[src/shared/pmx_pkg.sv]
package pmx_pkg;
    // Port slots used by every per-port array and by the register map.
    localparam int NPORT = 7;
    localparam int IX_P0 = 0;
    localparam int IX_P1 = 1;
    localparam int IX_P3 = 2;
    localparam int IX_P4 = 3;
    localparam int IX_P5 = 4;
    localparam int IX_P6 = 5;
    localparam int IX_DL = 6;
    // Register kinds in one port block; the kind is the word index.
    localparam logic [2:0] K_LATCH  = 3'h0;
    localparam logic [2:0] K_DIR    = 3'h1;
    localparam logic [2:0] K_MODE   = 3'h2;
    localparam logic [2:0] K_CHOICE = 3'h3;
    localparam logic [2:0] K_OTYPE  = 3'h4;
    localparam logic [2:0] K_PIN    = 3'h5;
    localparam int         NKIND    = 5;
    // Port blocks sit at 0x000 + port*0x20 + kind*4.
    localparam logic [3:0] A_PORT_HI = 4'h0;
    // Global block sits at 0x100; the selector is address bits 3:2.
    localparam logic [7:0] A_GLOB_HI = 8'h10;
    localparam logic [1:0] G_KR_EN   = 2'h0;
    localparam logic [1:0] G_RISE    = 2'h1;
    localparam logic [1:0] G_FALL    = 2'h2;
    localparam logic [1:0] G_STATUS  = 2'h3;
    // Values after reset: all pins inputs, every other bit clear.
    localparam logic [15:0] RST_DIR = 16'hFFFF;
    localparam logic [15:0] RST_CFG = 16'h0000;
    // Key return lines on port 5 and interrupt pins on port 0.
    localparam int        KR_W       = 6;
    localparam logic [5:0] KR_PP_MASK = 6'h30;
    localparam int        IRQ_LO     = 2;
    localparam int        IRQ_W      = 5;
    // Pins without a mode bit (the two analog outputs of port 1).
    localparam logic [6:0][15:0] NOMODE_MASK = {16'h0000, 16'h0000, 16'h0000,
        16'h0000, 16'h0000, 16'h0003, 16'h0000};
    // Pins with two alternates, picked by the choice bit.
    localparam logic [6:0][15:0] CHOICE_MASK = {16'h0000, 16'h2000, 16'h003F,
        16'h0000, 16'h0028, 16'h0000, 16'h0000};
    // Pins whose first alternate honours the output type (two-wire bus).
    localparam logic [6:0][15:0] OD_ALT0_MASK = {16'h0000, 16'h0000, 16'h0000,
        16'h0000, 16'h0300, 16'h0000, 16'h0000};
    // Pins whose second alternate honours the output type (realtime bits).
    localparam logic [6:0][15:0] OD_ALT1_MASK = {16'h0000, 16'h0000, 16'h0030,
        16'h0000, 16'h0000, 16'h0000, 16'h0000};
    // Two-wire pins on port 3, absent on variants without that bus.
    localparam logic [15:0] TWOWIRE_MASK = 16'h0300;
    // Drive toward the pads of one port.
    typedef struct packed {
        logic [15:0] o;
        logic [15:0] oe;
    } pin_drive_s;
    // Drive from the peripherals of one port, per alternate.
    typedef struct packed {
        logic [15:0] d0;
        logic [15:0] e0;
        logic [15:0] d1;
        logic [15:0] e1;
    } alt_drive_s;
    // Register bus answer sequence.
    typedef enum logic {APB_IDLE, APB_ANSWER} apb_state_e;
endpackage : pmx_pkg

[src/rtl/pin_route_cell.sv]
`timescale 1ns/1ns
// One pin: picks port latch or a peripheral and applies the output type.
module pin_route_cell #(
    parameter bit HAS_CHOICE = 1'b0,
    parameter bit OD_ALT0    = 1'b0,
    parameter bit OD_ALT1    = 1'b0
) (
    input  wire logic mode,
    input  wire logic choice,
    input  wire logic dir,
    input  wire logic otype,
    input  wire logic latch,
    input  wire logic d0,
    input  wire logic e0,
    input  wire logic d1,
    input  wire logic e1,
    input  wire logic pin,
    output logic      pin_o,
    output logic      pin_oe,
    output logic      alt_i
);
    logic sel1; // Second alternate in use.
    logic od;   // Output acts as open drain.
    logic d;    // Chosen data.
    logic e;    // Chosen enable.

    // Route the pin; open drain only pulls low, so it never drives a one.
    always_comb begin
        sel1 = HAS_CHOICE & choice;
        if (mode) begin
            // Latch and direction play no part here.
            d  = sel1 ? d1 : d0;
            e  = sel1 ? e1 : e0;
            od = otype & (sel1 ? OD_ALT1 : OD_ALT0);
        end else begin
            // Plain port: an output drives the latch.
            d  = latch;
            e  = ~dir;
            od = otype;
        end
        pin_o  = od ? 1'b0 : d;
        pin_oe = od ? (e & ~d) : e;
        // Peripherals see the pin only while they own it.
        alt_i  = mode & pin;
    end
endmodule : pin_route_cell

[src/rtl/edge_pulse.sv]
`timescale 1ns/1ns
// Registered edge detector with per-bit rising and falling enables.
module edge_pulse #(
    parameter int W = 1
) (
    input  wire logic         clk,
    input  wire logic         rst_n,
    input  wire logic [W-1:0] sig,
    input  wire logic [W-1:0] gate,
    input  wire logic [W-1:0] rise_en,
    input  wire logic [W-1:0] fall_en,
    output logic      [W-1:0] pulse
);
    logic [W-1:0] prev_ff;   // Level seen one cycle ago.
    logic [W-1:0] pulse_ff;  // Registered event.
    logic [W-1:0] nxt_pulse; // Event found this cycle.

    // The previous level tracks even while gated, so opening the gate
    // on a steady pin raises no false edge.
    always_comb begin
        nxt_pulse = gate & ((sig & ~prev_ff & rise_en) | (~sig & prev_ff & fall_en));
    end

    // Register the level and the event.
    always_ff @(posedge clk or negedge rst_n) begin
        if (!rst_n) begin
            prev_ff  <= {W{1'b0}};
            pulse_ff <= {W{1'b0}};
        end else begin
            prev_ff  <= sig;
            pulse_ff <= nxt_pulse;
        end
    end

    assign pulse = pulse_ff;
endmodule : edge_pulse

[src/rtl/port_alt_mux.sv]
// Chosen here: the APB register port and the address map.
`timescale 1ns/1ns
// Notes on behaviour
// Mode bit set hands pin to peripheral.
// Port 3 choice: capture input or timer out.
// Port 5 choice: primary function or realtime bit.
// Key return needs mode 0, choice 0, input, enabled.
// Serial pins: key return, realtime need push-pull.
// Auto-transfer serial ignores output type.
// Serial channels 0, 2 ignore output type.
// Two-wire pins need mode 1, open drain.
// Interrupt pins need mode 1, edge enables.
// Analog outputs: software sets port 1 inputs.
// Port 6 top timer choice; realtime mode only.
// Bus port mode bit picks address/data bus.
// Mode 0 pin is a plain port.
module port_alt_mux #(
    parameter bit TWOWIRE_PRESENT = 1'b1
) (
    input  wire logic                        CLK,
    input  wire logic                        RSTN,
    input  wire logic                        PSEL,
    input  wire logic                        PENABLE,
    input  wire logic                        PWRITE,
    input  wire logic [11:0]                 PADDR,
    input  wire logic [31:0]                 PWDATA,
    output logic      [31:0]                 PRDATA,
    output logic                             PREADY,
    output logic                             PSLVERR,
    input  wire logic [6:0][15:0]            PIN_IN,
    output pmx_pkg::pin_drive_s [6:0]        PIN_DRV,
    input  wire pmx_pkg::alt_drive_s [6:0]   ALT_DRV,
    output logic      [6:0][15:0]            ALT_IN,
    output logic      [5:0]                  KEY_RETURN,
    output logic      [4:0]                  EDGE_IRQ
);
    // Stored port registers, indexed by port then kind.
    logic [6:0][4:0][15:0] cfg_ff;
    logic [6:0][4:0][15:0] nxt_cfg;
    // Key return enables for port 5 pins 0 to 5.
    logic [5:0]            kr_en_ff;
    logic [5:0]            nxt_kr_en;
    // Edge enables for port 0 pins 2 to 6.
    logic [4:0]            rise_ff;
    logic [4:0]            nxt_rise;
    logic [4:0]            fall_ff;
    logic [4:0]            nxt_fall;
    // Bus answer state and next answer.
    pmx_pkg::apb_state_e   st_ff;
    pmx_pkg::apb_state_e   nxt_st;
    logic                  nxt_ready;
    logic                  nxt_err;
    logic [31:0]           nxt_rdata;
    // Address decode.
    logic [2:0]            a_port;
    logic [2:0]            a_kind;
    logic                  in_port;
    logic                  in_glob;
    logic                  hit;
    logic                  wr_go;
    logic [31:0]           rd;
    // Views of the stored bits; only the mode view gets capability masking.
    logic [6:0][15:0]      latch_w;
    logic [6:0][15:0]      dir_w;
    logic [6:0][15:0]      mode_w;
    logic [6:0][15:0]      choice_w;
    logic [6:0][15:0]      ot_w;
    // Per-pin cell results.
    logic [6:0][15:0]      c_o;
    logic [6:0][15:0]      c_oe;
    logic [6:0][15:0]      c_ai;
    // Next values of the registered outputs.
    pmx_pkg::pin_drive_s [6:0] nxt_drv;
    logic [5:0]            kr_on;
    logic [5:0]            nxt_kr;

    // Split the stored words into fields and mask missing mode bits.
    always_comb begin
        for (int p = 0; p < pmx_pkg::NPORT; p++) begin
            latch_w[p]  = cfg_ff[p][pmx_pkg::K_LATCH];
            dir_w[p]    = cfg_ff[p][pmx_pkg::K_DIR];
            choice_w[p] = cfg_ff[p][pmx_pkg::K_CHOICE];
            ot_w[p]     = cfg_ff[p][pmx_pkg::K_OTYPE];
            // Analog outputs have no mode bit; they count on software
            // making all of port 1 inputs in one write.
            mode_w[p]   = cfg_ff[p][pmx_pkg::K_MODE] & ~pmx_pkg::NOMODE_MASK[p];
        end
        // Without the two-wire bus those pins stay plain ports.
        if (!TWOWIRE_PRESENT) begin
            mode_w[pmx_pkg::IX_P3] = mode_w[pmx_pkg::IX_P3] & ~pmx_pkg::TWOWIRE_MASK;
        end
    end

    // One routing cell per pin; capability comes from the package masks.
    for (genvar p = 0; p < pmx_pkg::NPORT; p++) begin : g_port
        for (genvar b = 0; b < 16; b++) begin : g_bit
            pin_route_cell #(
                .HAS_CHOICE (pmx_pkg::CHOICE_MASK[p][b]),
                .OD_ALT0    (pmx_pkg::OD_ALT0_MASK[p][b]),
                .OD_ALT1    (pmx_pkg::OD_ALT1_MASK[p][b])
            ) u_cell (
                .mode   (mode_w[p][b]),
                .choice (choice_w[p][b]),
                .dir    (dir_w[p][b]),
                .otype  (ot_w[p][b]),
                .latch  (latch_w[p][b]),
                .d0     (ALT_DRV[p].d0[b]),
                .e0     (ALT_DRV[p].e0[b]),
                .d1     (ALT_DRV[p].d1[b]),
                .e1     (ALT_DRV[p].e1[b]),
                .pin    (PIN_IN[p][b]),
                .pin_o  (c_o[p][b]),
                .pin_oe (c_oe[p][b]),
                .alt_i  (c_ai[p][b])
            );
        end
    end

    // Key return passes the pin only in the one legal setting.
    always_comb begin
        for (int i = 0; i < pmx_pkg::KR_W; i++) begin
            kr_on[i] = !mode_w[pmx_pkg::IX_P5][i] && !choice_w[pmx_pkg::IX_P5][i]
                && dir_w[pmx_pkg::IX_P5][i] && kr_en_ff[i];
            // The serial output pins also need push-pull type.
            if (pmx_pkg::KR_PP_MASK[i] && ot_w[pmx_pkg::IX_P5][i]) begin
                kr_on[i] = 1'b0;
            end
        end
        nxt_kr = kr_on & PIN_IN[pmx_pkg::IX_P5][5:0];
    end

    // Gather the pad drive; outputs lag the settings by one cycle.
    always_comb begin
        for (int p = 0; p < pmx_pkg::NPORT; p++) begin
            nxt_drv[p].o  = c_o[p];
            nxt_drv[p].oe = c_oe[p];
        end
    end

    // Register every pad, peripheral and key return output.
    always_ff @(posedge CLK or negedge RSTN) begin
        if (!RSTN) begin
            PIN_DRV    <= {7{32'h0000_0000}};
            ALT_IN     <= {7{16'h0000}};
            KEY_RETURN <= 6'h00;
        end else begin
            PIN_DRV    <= nxt_drv;
            ALT_IN     <= c_ai;
            KEY_RETURN <= nxt_kr;
        end
    end

    // Interrupt pins raise events only in alternate mode.
    edge_pulse #(
        .W (pmx_pkg::IRQ_W)
    ) u_edge (
        .clk     (CLK),
        .rst_n   (RSTN),
        .sig     (PIN_IN[pmx_pkg::IX_P0][pmx_pkg::IRQ_LO +: pmx_pkg::IRQ_W]),
        .gate    (mode_w[pmx_pkg::IX_P0][pmx_pkg::IRQ_LO +: pmx_pkg::IRQ_W]),
        .rise_en (rise_ff),
        .fall_en (fall_ff),
        .pulse   (EDGE_IRQ)
    );

    // Decode the bus address and build the read word.
    always_comb begin
        a_port  = PADDR[7:5];
        a_kind  = PADDR[4:2];
        in_port = (PADDR[11:8] == pmx_pkg::A_PORT_HI) && (a_port < pmx_pkg::NPORT)
            && (a_kind <= pmx_pkg::K_PIN);
        in_glob = PADDR[11:4] == pmx_pkg::A_GLOB_HI;
        hit     = in_port || in_glob;
        rd      = 32'h0000_0000;
        if (in_port) begin
            // The pin word shows live pad levels, not stored state.
            if (a_kind == pmx_pkg::K_PIN) begin
                rd[15:0] = PIN_IN[a_port];
            end else begin
                rd[15:0] = cfg_ff[a_port][a_kind];
            end
        end else if (in_glob) begin
            case (PADDR[3:2])
                pmx_pkg::G_KR_EN: begin
                    rd[5:0] = kr_en_ff;
                end
                pmx_pkg::G_RISE: begin
                    rd[pmx_pkg::IRQ_LO +: pmx_pkg::IRQ_W] = rise_ff;
                end
                pmx_pkg::G_FALL: begin
                    rd[pmx_pkg::IRQ_LO +: pmx_pkg::IRQ_W] = fall_ff;
                end
                default: begin
                    rd[5:0] = KEY_RETURN;
                end
            endcase
        end
    end

    // Answer every transfer one cycle after its setup cycle.
    always_comb begin
        nxt_st    = st_ff;
        nxt_ready = 1'b0;
        nxt_rdata = PRDATA;
        nxt_err   = PSLVERR;
        wr_go     = 1'b0;
        case (st_ff)
            pmx_pkg::APB_IDLE: begin
                if (PSEL && !PENABLE) begin
                    nxt_st    = pmx_pkg::APB_ANSWER;
                    nxt_ready = 1'b1;
                    nxt_rdata = PWRITE ? 32'h0000_0000 : rd;
                    nxt_err   = !hit;
                end
            end
            pmx_pkg::APB_ANSWER: begin
                // A write lands at the edge that sees ready high.
                nxt_st = pmx_pkg::APB_IDLE;
                wr_go  = PSEL && PENABLE && PWRITE && hit;
            end
            default: begin
                nxt_st = pmx_pkg::APB_IDLE;
            end
        endcase
    end

    // Register the bus answer.
    always_ff @(posedge CLK or negedge RSTN) begin
        if (!RSTN) begin
            st_ff   <= pmx_pkg::APB_IDLE;
            PREADY  <= 1'b0;
            PRDATA  <= 32'h0000_0000;
            PSLVERR <= 1'b0;
        end else begin
            st_ff   <= nxt_st;
            PREADY  <= nxt_ready;
            PRDATA  <= nxt_rdata;
            PSLVERR <= nxt_err;
        end
    end

    // Apply register writes; the pin word is read only and ignores them.
    always_comb begin
        nxt_cfg   = cfg_ff;
        nxt_kr_en = kr_en_ff;
        nxt_rise  = rise_ff;
        nxt_fall  = fall_ff;
        if (wr_go && in_port && a_kind != pmx_pkg::K_PIN) begin
            nxt_cfg[a_port][a_kind] = PWDATA[15:0];
        end
        if (wr_go && in_glob) begin
            case (PADDR[3:2])
                pmx_pkg::G_KR_EN: begin
                    nxt_kr_en = PWDATA[5:0];
                end
                pmx_pkg::G_RISE: begin
                    nxt_rise = PWDATA[pmx_pkg::IRQ_LO +: pmx_pkg::IRQ_W];
                end
                pmx_pkg::G_FALL: begin
                    nxt_fall = PWDATA[pmx_pkg::IRQ_LO +: pmx_pkg::IRQ_W];
                end
                default: begin
                    nxt_kr_en = kr_en_ff;
                end
            endcase
        end
    end

    // Register the settings; pins start as inputs so nothing is driven.
    always_ff @(posedge CLK or negedge RSTN) begin
        if (!RSTN) begin
            for (int p = 0; p < pmx_pkg::NPORT; p++) begin
                for (int k = 0; k < pmx_pkg::NKIND; k++) begin
                    cfg_ff[p][k] <= pmx_pkg::RST_CFG;
                end
                cfg_ff[p][pmx_pkg::K_DIR] <= pmx_pkg::RST_DIR;
            end
            kr_en_ff <= 6'h00;
            rise_ff  <= 5'h00;
            fall_ff  <= 5'h00;
        end else begin
            cfg_ff   <= nxt_cfg;
            kr_en_ff <= nxt_kr_en;
            rise_ff  <= nxt_rise;
            fall_ff  <= nxt_fall;
        end
    end
endmodule : port_alt_mux

[config.mk]
export PLATFORM = sky130hd
export DESIGN_NAME = port_alt_mux
export DESIGN_NICKNAME = d
export VERILOG_FILES = /design/src/shared/pmx_pkg.sv /design/src/rtl/pin_route_cell.sv /design/src/rtl/edge_pulse.sv /design/src/rtl/port_alt_mux.sv
export SDC_FILE = /design/constraint.sdc
export NUM_CORES = 1
export LEC_CHECK = 0
export BUFFER_PORTS_ARGS = -buffer_cell sky130_fd_sc_hd__buf_4
export CAP_MARGIN = 10
export CELL_PAD_IN_SITES_DETAIL_PLACEMENT = 1
export CELL_PAD_IN_SITES_GLOBAL_PLACEMENT = 2
export CORE_AREA = 4 4 378 380
export CTS_CLUSTER_DIAMETER = 50
export DETAILED_ROUTE_END_ITERATION = 10
export DIE_AREA = 0 0 382 384
export PLACE_DENSITY = 0.76
export SLEW_MARGIN = 0
export SYNTH_ARGS = -nofsm -noshare
export SYNTH_HDL_FRONTEND = slang
export SYNTH_SLANG_ARGS = --single-unit
[constraint.sdc]
create_clock -name CLK -period 3 [get_ports CLK]
set_clock_uncertainty 0.1 [all_clocks]
set_input_delay 0.3 -clock CLK [delete_from_list [all_inputs] [get_ports CLK]]
set_output_delay 0.3 -clock CLK [all_outputs]
set_load 0.01 [all_outputs]
==> results.ini, run 1 <==
[critical_path]
path_max_fanout = 7
cp.arrival_ns = 3.40
worstSetupPathType = flop to flop
cp.required_ns = 3.52
endpoint_kind = flop
critPathLaunch = PREADY$_DFF_PN0_
timing.rr.start = PREADY$_DFF_PN0_
critPathLaunchType = flop
r2r_slack_ns = 0.12

[hold_path]
hp-class = input port to async pin

[global_routing]
antenna_found_initial = 21
first_global_vias = 37305
grt-ovfl-total = 0
grtUsageTotal_pct = 28.0
grt_pass1_wl_mm = 293
grt_max_degree = 92

[yosys]
async_flop_share_pct = 100
synth_area_um2 = 41900
yosysUniqueCellTypes = 75
synth_edf_count = 0
ys_warn_count = 0
syn-instance-count = 3256
ys_seq_area_share_pct = 56.7
avgSynthCellArea_um2 = 12.9
ys.flop_type = dfrtp_1
ys_seq_elements = 944

[clock_tree]
cts.clk_slew.worst_paths_ns = 0.06
cts_resized = 0
h-tree-depth = 3
cts_sinks = 944
cts_buffer_depth = 3
cts-root-buf = clkbuf_16
clk_latency_ns = 0.76
cts_tree = yes
cts_buffers = 119

[outcome]
status = finished, final reports clean

[sta]
relSlewSlack_pct = 36.8
drv_slew = 0
rsz0062_at_grt = no
finalCriticalPeriod_ns = 2.88
setup_viol = 0
period_share_pct = 95.9
fmax_mhz = 348
tightest_slew_ns = 0.946
worst_slack_ns = 0.123
hold_viol_final = 0

[layout]
drive_gt1_share_pct = 43.8
area_delta_synth_final_pct = 42.2
fill_cells = 14635
final_area_um2 = 59600
multi_input_area_um2 = 17300
nets = 5107
final_core_util_pct = 42.8
final-seq-area_um2 = 23800

[die]
start_util_pct = 30.1
die_y_um = 384
dieArea_um2 = 147000
core_region_area_um2 = 139000
ios = 990
row_count = 137
die_w_um = 382

[pwr]
swShare_pct = 24.8
p_int_mw = 22.8
comb_power_share_pct = 7.7
switchingPower_mw = 7.53
p_per_area_nw_per_um2 = 510
vdd_drop_max_uv = 552
finalPower_mw = 30.4
pwr-share-seq_pct = 42.1
leakagePower_nw = 27.3
p_clk_share_pct = 50.3

[flow_run]
maxCapViolations = 0

[route]
drtIter0Drc = 2508
wl_mm = 211
drc_errors = 0
dr.pass1.iters = 5
drt-wirelength-per-cell_um = 32.5
vias = 34646
ant_nets = 0
vias_per_cell = 5.34

[place]
dp_hpwl_mm = 147
place_area_um2 = 51600
preCtsSetupSlack_ns = -0.504
gp_congestion = 0.839
port_buffers = 743

cells by family (layout without fill, tap and decap cells):
kind of cell | after synthesis | after routing | synth area share [%]
other | 1 | 30 | 0.00895
adders and majority gates | 4 | 4 | 0.119
buffers and inverters | 229 | 1556 | 2.64
muxes | 753 | 753 | 20.5
DFF | 944 | 944 | 56.7
AOI/OAI and AO/OA | 754 | 754 | 12.6
and+or+nand+nor | 571 | 571 | 7.45
timing repair:
item	CTS	global route
endpoints found under the hold margin	1470	0
buffers inserted	0	0
hold buffers	367	0
endpoints found under the setup margin	0	0
cell usage in the layout (no fill, tap or decap), drive strengths merged, types with 61 or more instances in the layout:
| master | count |
|---|---|
| buf | 950 |
| a211oi | 110 |
| dlygate4sd3 | 367 |
| o21ai | 169 |
| and2 | 120 |
| a21oi | 74 |
| clkbuf | 161 |
| nor2 | 84 |
| mux2i | 61 |
| nand2b | 110 |
| a21o | 99 |
| mux2 | 674 |
| nand2 | 185 |
| a22oi | 72 |
| dfrtp | 832 |
| dfstp | 112 |
power groups by stage:
stage,clock [mW],combinational (mW),sequential (mW)
CTS,15.5,2.31,12.8
finish,15.3,2.33,12.8
detailed placement,0,1.90,13.0
floorplan,0,0.532,13.0
global route,16.1,2.44,12.8
global placement,0,1.89,13.0
Yosys cell counts, types with 72 or more instances:
cell / instances / share of area, %
clkbuf_1: 118 / 1.1
nand2_1: 174 / 1.6
a21oi_1: 74 / 0.88
a211oi_1: 110 / 2.0
a22oi_1: 72 / 1.3
dfrtp_1: 832 / 50
o21ai_0: 169 / 2.0
mux2_2: 645 / 17
nand2b_1: 110 / 1.6
and2_1: 120 / 1.8
a21o_1: 99 / 1.8
dfstp_2: 112 / 7.0
area by class of cell:
cell class / count / area share, %
inverter: 12 / 0.0819
timing repair buffer: 1317 / 19.9
tap: 1876 / 3.94
clock inverter: 66 / 1.44
sequential: 944 / 39.9
antenna: 12 / 0.0504
multi-input combinational: 2100 / 29.1
clock buffer: 161 / 5.68
worst paths after layout:
check,endpoint,cells past startpoint
worst max-delay path,cfg_ff[35]$_DFFE_PN0P_,8
worst min-delay path,cfg_ff[484]$_DFFE_PN0P_,2
worst max register to register,cfg_ff[35]$_DFFE_PN0P_,8
worst min register to register,PIN_DRV[32]$_DFF_PN0_,1
max in group asynchronous,PIN_DRV[39]$_DFF_PN0_,3
min in group CLK,PSLVERR$_DFFE_PN0P_,4
per-layer routing:
layer / share of wire, % / GRT usage (%) / up-vias / wire length, µm
li1: - / - / 14468 / -
met4: 4.2 / 11.2 / 6 / 8890
met2: 48 / 46.1 / 1488 / 100000
met3: 7.2 / 6.73 / 385 / 15200
met1: 41 / 35.5 / 18299 / 86100
met5: 0.019 / 0 / - / 41
critical path, stage by stage (launching register included):
cell,delay (ns)
dfrtp_1,0.43
nand4_1,0.13
buf_4,0.17
or3b_4,0.42
nor2_1,0.22
nand2_2,0.30
nor2_4,0.39
buf_12,0.21
mux2_2,0.34
metrics by stage:
stage          TNS (ns)  hold WS [ns]  std cells
2_1_floorplan         0       -0.0956       3273
3_3_place_gp    -169.00         0.241       5882
3_5_place_dp    -166.23         0.253       5882
4_1_cts               0       0.00425       6476
5_1_grt               0        0.0362       6480
6_report              0        0.0548       6488
sequential cells by signal (all words and copies together) (netlist names):
register,cells
rise_ff,5
u_edge.pulse,5
ALT_IN,110
KEY_RETURN,6
PSLVERR,1
PIN_DRV,224
PREADY,1
PRDATA,16
cfg_ff,560
kr_en_ff,6
u_edge.prev_ff,5
fall_ff,5
No activity file was read; power rests on OpenSTA's default activity.
==> run 2: changes to the inputs <==
- PLACE_DENSITY: 0.76 -> unset
- PLACE_DENSITY_LB_ADDON: unset -> 0.25
==> results.ini, run 2 (synthesis gave the netlist of run 1 again) <==
[route]
dr.pass1.iters = 7
drc_errors = 0
wl_mm = 211
ant_nets = 0
vias_per_cell = 5.26
drt-wirelength-per-cell_um = 32.2
vias = 34374
drtIter0Drc = 2480

[sta]
drv_slew = 0
setup_viol = 0
rsz0062_at_grt = no
setup_tns_ns = 0
fmax_mhz = 345
finalCriticalPeriod_ns = 2.90
hold_viol_final = 0
period_share_pct = 96.8
tightest_slew_ns = 0.963
worst_slack_ns = 0.0973
relSlewSlack_pct = 35.7

[critical_path]
rr_endpoint = cfg_ff[432]$_DFFE_PN0P_
path_max_fanout = 7
path_buf_inv = 2
endpoint_kind = flop
critPathLaunchType = flop
crit_chain = nand4_1 -> buf_4 -> or3b_4 -> nor2_1 -> nand2_2 -> nor2_4 -> buf_4 -> mux2_2
timing.rr.start = PREADY$_DFF_PN0_
cp_slowest_stage_delay_ns = 0.45
r2r_slack_ns = 0.1
cp_top_family = simple AND/OR/NAND/NOR gates
cp.required_ns = 3.54
worstSetupPathType = flop to flop
cp_slowest_cell = dfrtp_1
r2r_cells = 8
cp.arrival_ns = 3.44
crit_top_cell = buf_4

[pwr]
p_clk_share_pct = 54.0
p_per_area_nw_per_um2 = 544
switchingPower_mw = 8.02
vdd_drop_max_uv = 406
pwr-share-seq_pct = 38.8
p_int_mw = 24.9
comb_power_share_pct = 7.2
swShare_pct = 24.4
leakagePower_nw = 27.8

[die]
row_count = 137
die_y_um = 384
core_region_area_um2 = 139000
ios = 990
start_util_pct = 30.1
dieArea_um2 = 147000
die_w_um = 382

[global_routing]
grt_pass1_wl_mm = 294
grtUsageMet3_pct = 5.82
met2_usage_pct = 45.6
grtUsageTotal_pct = 28.2
antenna_found_initial = 11
gr-usage-met1_pct = 38.1
busiest_layer = met2
grt-ovfl-total = 0
grt_max_degree = 100
first_global_vias = 37021

[layout]
largest_reg_flops = 560
area_delta_synth_final_pct = 44.4
largest-register = cfg_ff
layout_commonest_cell = buf_4
drive_gt1_share_pct = 44.0
nets = 5143
final_cell_mix = buf_4, dfrtp_1, mux2_2, dlygate4sd3_1, nand2_1
final_area_um2 = 60500
fill_cells = 14523
top_regs = cfg_ff (560), PIN_DRV (224), ALT_IN (110)
finalNonFillerCells = 6532

[clock_tree]
h-tree-depth = 4
clk_latency_ns = 0.79
cts_buffer_depth = 3
cts.clk_slew.worst_paths_ns = 0.05
cts_sinks = 944
cts-root-buf = clkbuf_16
cts_tree = yes
cts_resized = 0
post_cts_buffers = 0
cts_buffers = 143

[outcome]
status = finished, final reports clean

[flow_run]
maxCapViolations = 0

[place]
port_buffers = 743
preCtsSetupSlack_ns = -0.0877
gp_congestion = 0.811
dp.cells = 5893
place_area_um2 = 51800
dp_hpwl_mm = 148

[hold_path]
min_delay_path_depth = 4
hp-class = input port to flop
hp-start = PENABLE
min_to = PREADY$_DFF_PN0_

## run 2: changes by cell type in the layout (fill, tap and decap cells not counted), moves of 3 or more
cell / delta
clkbuf_8: -6
buf_12: +5
inv_6: +5
clkbuf_16: +27
bufinv_16: +6
clkinv_8: +3
clkinv_4: -4
clkbuf_1: +9
clkinvlp_4: -5
diode_2: -7
buf_4: +7
clkinv_2: +6
## run 2: worst reg2reg max path, stage by stage (launching register included)
cell and delay (ns):
dfrtp_1 0.45, nand4_1 0.12, buf_4 0.17, or3b_4 0.42, nor2_1 0.22, nand2_2 0.29, nor2_4 0.37, buf_4 0.27
mux2_2 0.35
## run 2: layout make-up
cell class	count	area, µm²	share of cell area, %
Inverter	12	46.3	0.0765
Multi-Input combinational cell	2100	17300	28.6
Clock buffer	191	4010	6.63
Sequential cell	944	23800	39.3
Timing Repair Buffer	1329	12000	19.8
Antenna cell	5	12.5	0.0207
Clock inverter	75	1040	1.71
Tap cell	1876	2350	3.88
## run 2: routing by layer
layer  wire length (µm)  up-vias
met1              92500    18209
met4               6120        8
met3              13400      271
met5                 54        -
li1                   -    14605
met2              98400     1281
## run 2: timing repair
| action | in CTS | in global routing |
|---|---|---|
| endpoints found under the hold margin | 1397 | 0 |
| setup endpoints to repair | 0 | 5 |
| hold buffers | 368 | 0 |
## run 2: metrics by stage
step                      hold WS, ns  util [%]  total power, mW
after global placement          0.165      37.2             14.9
final                          0.0611      43.5             32.9
after global routing           0.0415      43.5             34.0
after detailed placement        0.164      37.2             15.0
after CTS                     0.00426      43.5             33.2
after floorplan               -0.0956         -             13.5
## run 2: power groups by stage
stage                     sequential (mW)  combinational [mW]  clock [mW]
after floorplan                      13.0               0.532           0
after global placement               13.0                1.94           0
after detailed placement             13.0                1.95           0
after CTS                            12.8                2.37        18.1
after global routing                 12.8                2.49        18.7
final                                12.8                2.36        17.8
## run 2: how the worst max path moves through the flow
stage,start,end,slack [ns],cells past startpoint
after global routing,PREADY$_DFF_PN0_,cfg_ff[537]$_DFFE_PN0P_,0.002,8
after detailed placement,PADDR[2],cfg_ff[541]$_DFFE_PN0P_,-0.09,9
after CTS,PREADY$_DFF_PN0_,cfg_ff[541]$_DFFE_PN0P_,0.05,8
after floorplan,PADDR[3],cfg_ff[551]$_DFFE_PN0P_,0.18,11
after global placement,PADDR[2],cfg_ff[532]$_DFFE_PN0P_,-0.06,9
final,PREADY$_DFF_PN0_,cfg_ff[432]$_DFFE_PN0P_,0.1,8
==> run 3: changes to the inputs <==
- CAP_MARGIN: 10 -> 20
- clock period: 3 -> 2.7 ns (I/O delays scaled with it)
==> results.ini, run 3 (synthesis gave the netlist of run 1 again) <==
[layout]
final_cell_mix = buf_4, dfrtp_1, mux2_2, dlygate4sd3_1, nand2_1
final_core_util_pct = 44.4
top_regs = cfg_ff (560), PIN_DRV (224), ALT_IN (110)
largest_reg_flops = 560
nets = 5203
drive_gt1_share_pct = 45.3
fill_cells = 14490
layout_commonest_cell = buf_4
largest-register = cfg_ff
area_delta_synth_final_pct = 47.3

[clock_tree]
cts_buffers = 146
cts_tree = yes
cts_buffer_depth = 3
cts-root-buf = clkbuf_16
clk_latency_ns = 0.78
cts.clk_slew.worst_paths_ns = 0.06
cts_sinks = 944
h-tree-depth = 4

[critical_path]
r2r_slack_ns = 0.06
cp.arrival_ns = 3.19
r2r_cells = 8
rr_endpoint = cfg_ff[466]$_DFFE_PN0P_
endpoint_kind = flop
worstSetupPathType = flop to flop
cp.required_ns = 3.25
timing.rr.start = PREADY$_DFF_PN0_
critPathLaunchType = flop
path_max_fanout = 7

[pwr]
switchingPower_mw = 9.03
vdd_drop_max_uv = 449
finalPower_mw = 36.9
pwr-share-seq_pct = 38.5
swShare_pct = 24.5
p_int_mw = 27.9
comb_power_share_pct = 7.3
p_per_area_nw_per_um2 = 598
p_clk_share_pct = 54.2
leakagePower_nw = 28.2

[sta]
rsz0062_at_grt = no
tightest_slew_ns = 0.846
period_share_pct = 97.7
drv_slew = 0
setup_viol = 0
relSlewSlack_pct = 43.5
finalCriticalPeriod_ns = 2.64
fmax_mhz = 379
hold_viol_final = 0
hold_ws_ns = 0.0563

[hold_path]
hp-start = PSEL
min_delay_path_depth = 6
min_to = PRDATA[0]$_DFFE_PN0P_
hp-class = input port to flop

[die]
start_util_pct = 30.1
die_w_um = 382
core_region_area_um2 = 139000
dieArea_um2 = 147000
die_y_um = 384
row_count = 137
ios = 990

[route]
drt-wirelength-per-cell_um = 33.0
ant_nets = 0
drtIter0Drc = 2334
vias = 34968
highest-signal-layer = met5
dr.pass1.iters = 6
wl_mm = 218
met1_length_mm = 96.9
drc_errors = 0
wl_met3_mm = 14.9
vias_per_cell = 5.30
met2WireLength_mm = 100

[outcome]
status = finished, final reports clean

[flow_run]
maxCapViolations = 0

[place]
port_buffers = 743
dp_hpwl_mm = 155
gp_congestion = 0.862

[global_routing]
antenna_found_initial = 11
grt_pass1_wl_mm = 303
grt_max_degree = 79
first_global_vias = 37286
grtUsageTotal_pct = 29.1
grt-ovfl-total = 0

## run 3: changes by cell type in the layout (fill, tap and decap cells not counted), sizes merged
cell,change
buf,+56
inv,-2
clkinv,-2
clkbuf,-1
bufbuf,+1
clkinvlp,+12
diode,+4
## run 3: cell type report
| type | instances | area (µm²) | share of cell area, % |
|---|---|---|---|
| timing repair buffer | 1386 | 12700 | 20.5 |
| multi-input combinational | 2100 | 17700 | 28.7 |
| sequential | 944 | 23800 | 38.5 |
| clock inverter | 83 | 1100 | 1.78 |
| clock buffer | 190 | 4050 | 6.57 |
| tap | 1876 | 2350 | 3.80 |
| inverter | 12 | 60.1 | 0.0973 |
| antenna | 9 | 22.5 | 0.0365 |
## run 3: power by group through the flow
| stage | logic, mW | registers (mW) | clock network, mW |
|---|---|---|---|
| 3_3_place_gp | 2.20 | 14.4 | 0 |
| 5_1_grt | 2.82 | 14.2 | 21.1 |
| 6_report | 2.68 | 14.2 | 20.0 |
| 4_1_cts | 2.68 | 14.2 | 20.4 |
| 3_5_place_dp | 2.21 | 14.4 | 0 |
| 2_1_floorplan | 0.600 | 14.4 | 0 |
## run 3: worst max-delay path: stages (launching register included)
cell and delay, ns:
dfrtp_1 0.36, nand4_1 0.11, buf_6 0.15, or3b_4 0.39, nor4_4 0.30, nand2_4 0.22
nor2_4 0.32, buf_12 0.20, mux2_2 0.33
## run 3: layer usage
layer / vias up / global-route usage [%]
li1: 14708 / -
met4: 4 / 7.83
met5: - / 0
met3: 251 / 6.28
met2: 1364 / 46.3
met1: 18641 / 40.3
## run 3: how the worst max path moves through the flow
stage	startpoint	endpoint	slack (ns)	cells past startpoint
after floorplan	PADDR[3]	cfg_ff[10]$_DFFE_PN0P_	-0.05	11
after global placement	PADDR[5]	PRDATA[3]$_DFFE_PN0P_	-0.31	11
after detailed placement	PADDR[5]	PRDATA[6]$_DFFE_PN0P_	-0.25	10
after CTS	PREADY$_DFF_PN0_	cfg_ff[376]$_DFFE_PN0P_	0.02	12
after global routing	PREADY$_DFF_PN0_	cfg_ff[241]$_DFFE_PN0P_	0.01	8
final	PREADY$_DFF_PN0_	cfg_ff[466]$_DFFE_PN0P_	0.06	8
## run 3: metrics by stage
| step | TNS (ns) | instance area, µm² | cells | setup WS, ns |
|---|---|---|---|---|
| final | 0 | 61700 | 6600 | 0.0620 |
| after global routing | 0 | 61700 | 6591 | 0.0111 |
| after CTS | 0 | 61700 | 6591 | 0.0167 |
| after detailed placement | -56.28 | 52800 | 5948 | -0.245 |
| after global placement | -71.28 | 52800 | 5948 | -0.312 |
| after floorplan | -2.90 | 42500 | 3273 | -0.0459 |
## run 3: repair_timing
| item | 4_1_cts | 5_1_grt |
|---|---|---|
| hold buffers | 368 | 0 |
| setup buffers | 1 | 1 |
| gates resized for setup | 4 | 4 |
| endpoints found under the setup margin | 300 | 22 |
| hold endpoints to repair | 1551 | 0 |
| pin swaps | 4 | 4 |
| cloned | 1 | 0 |
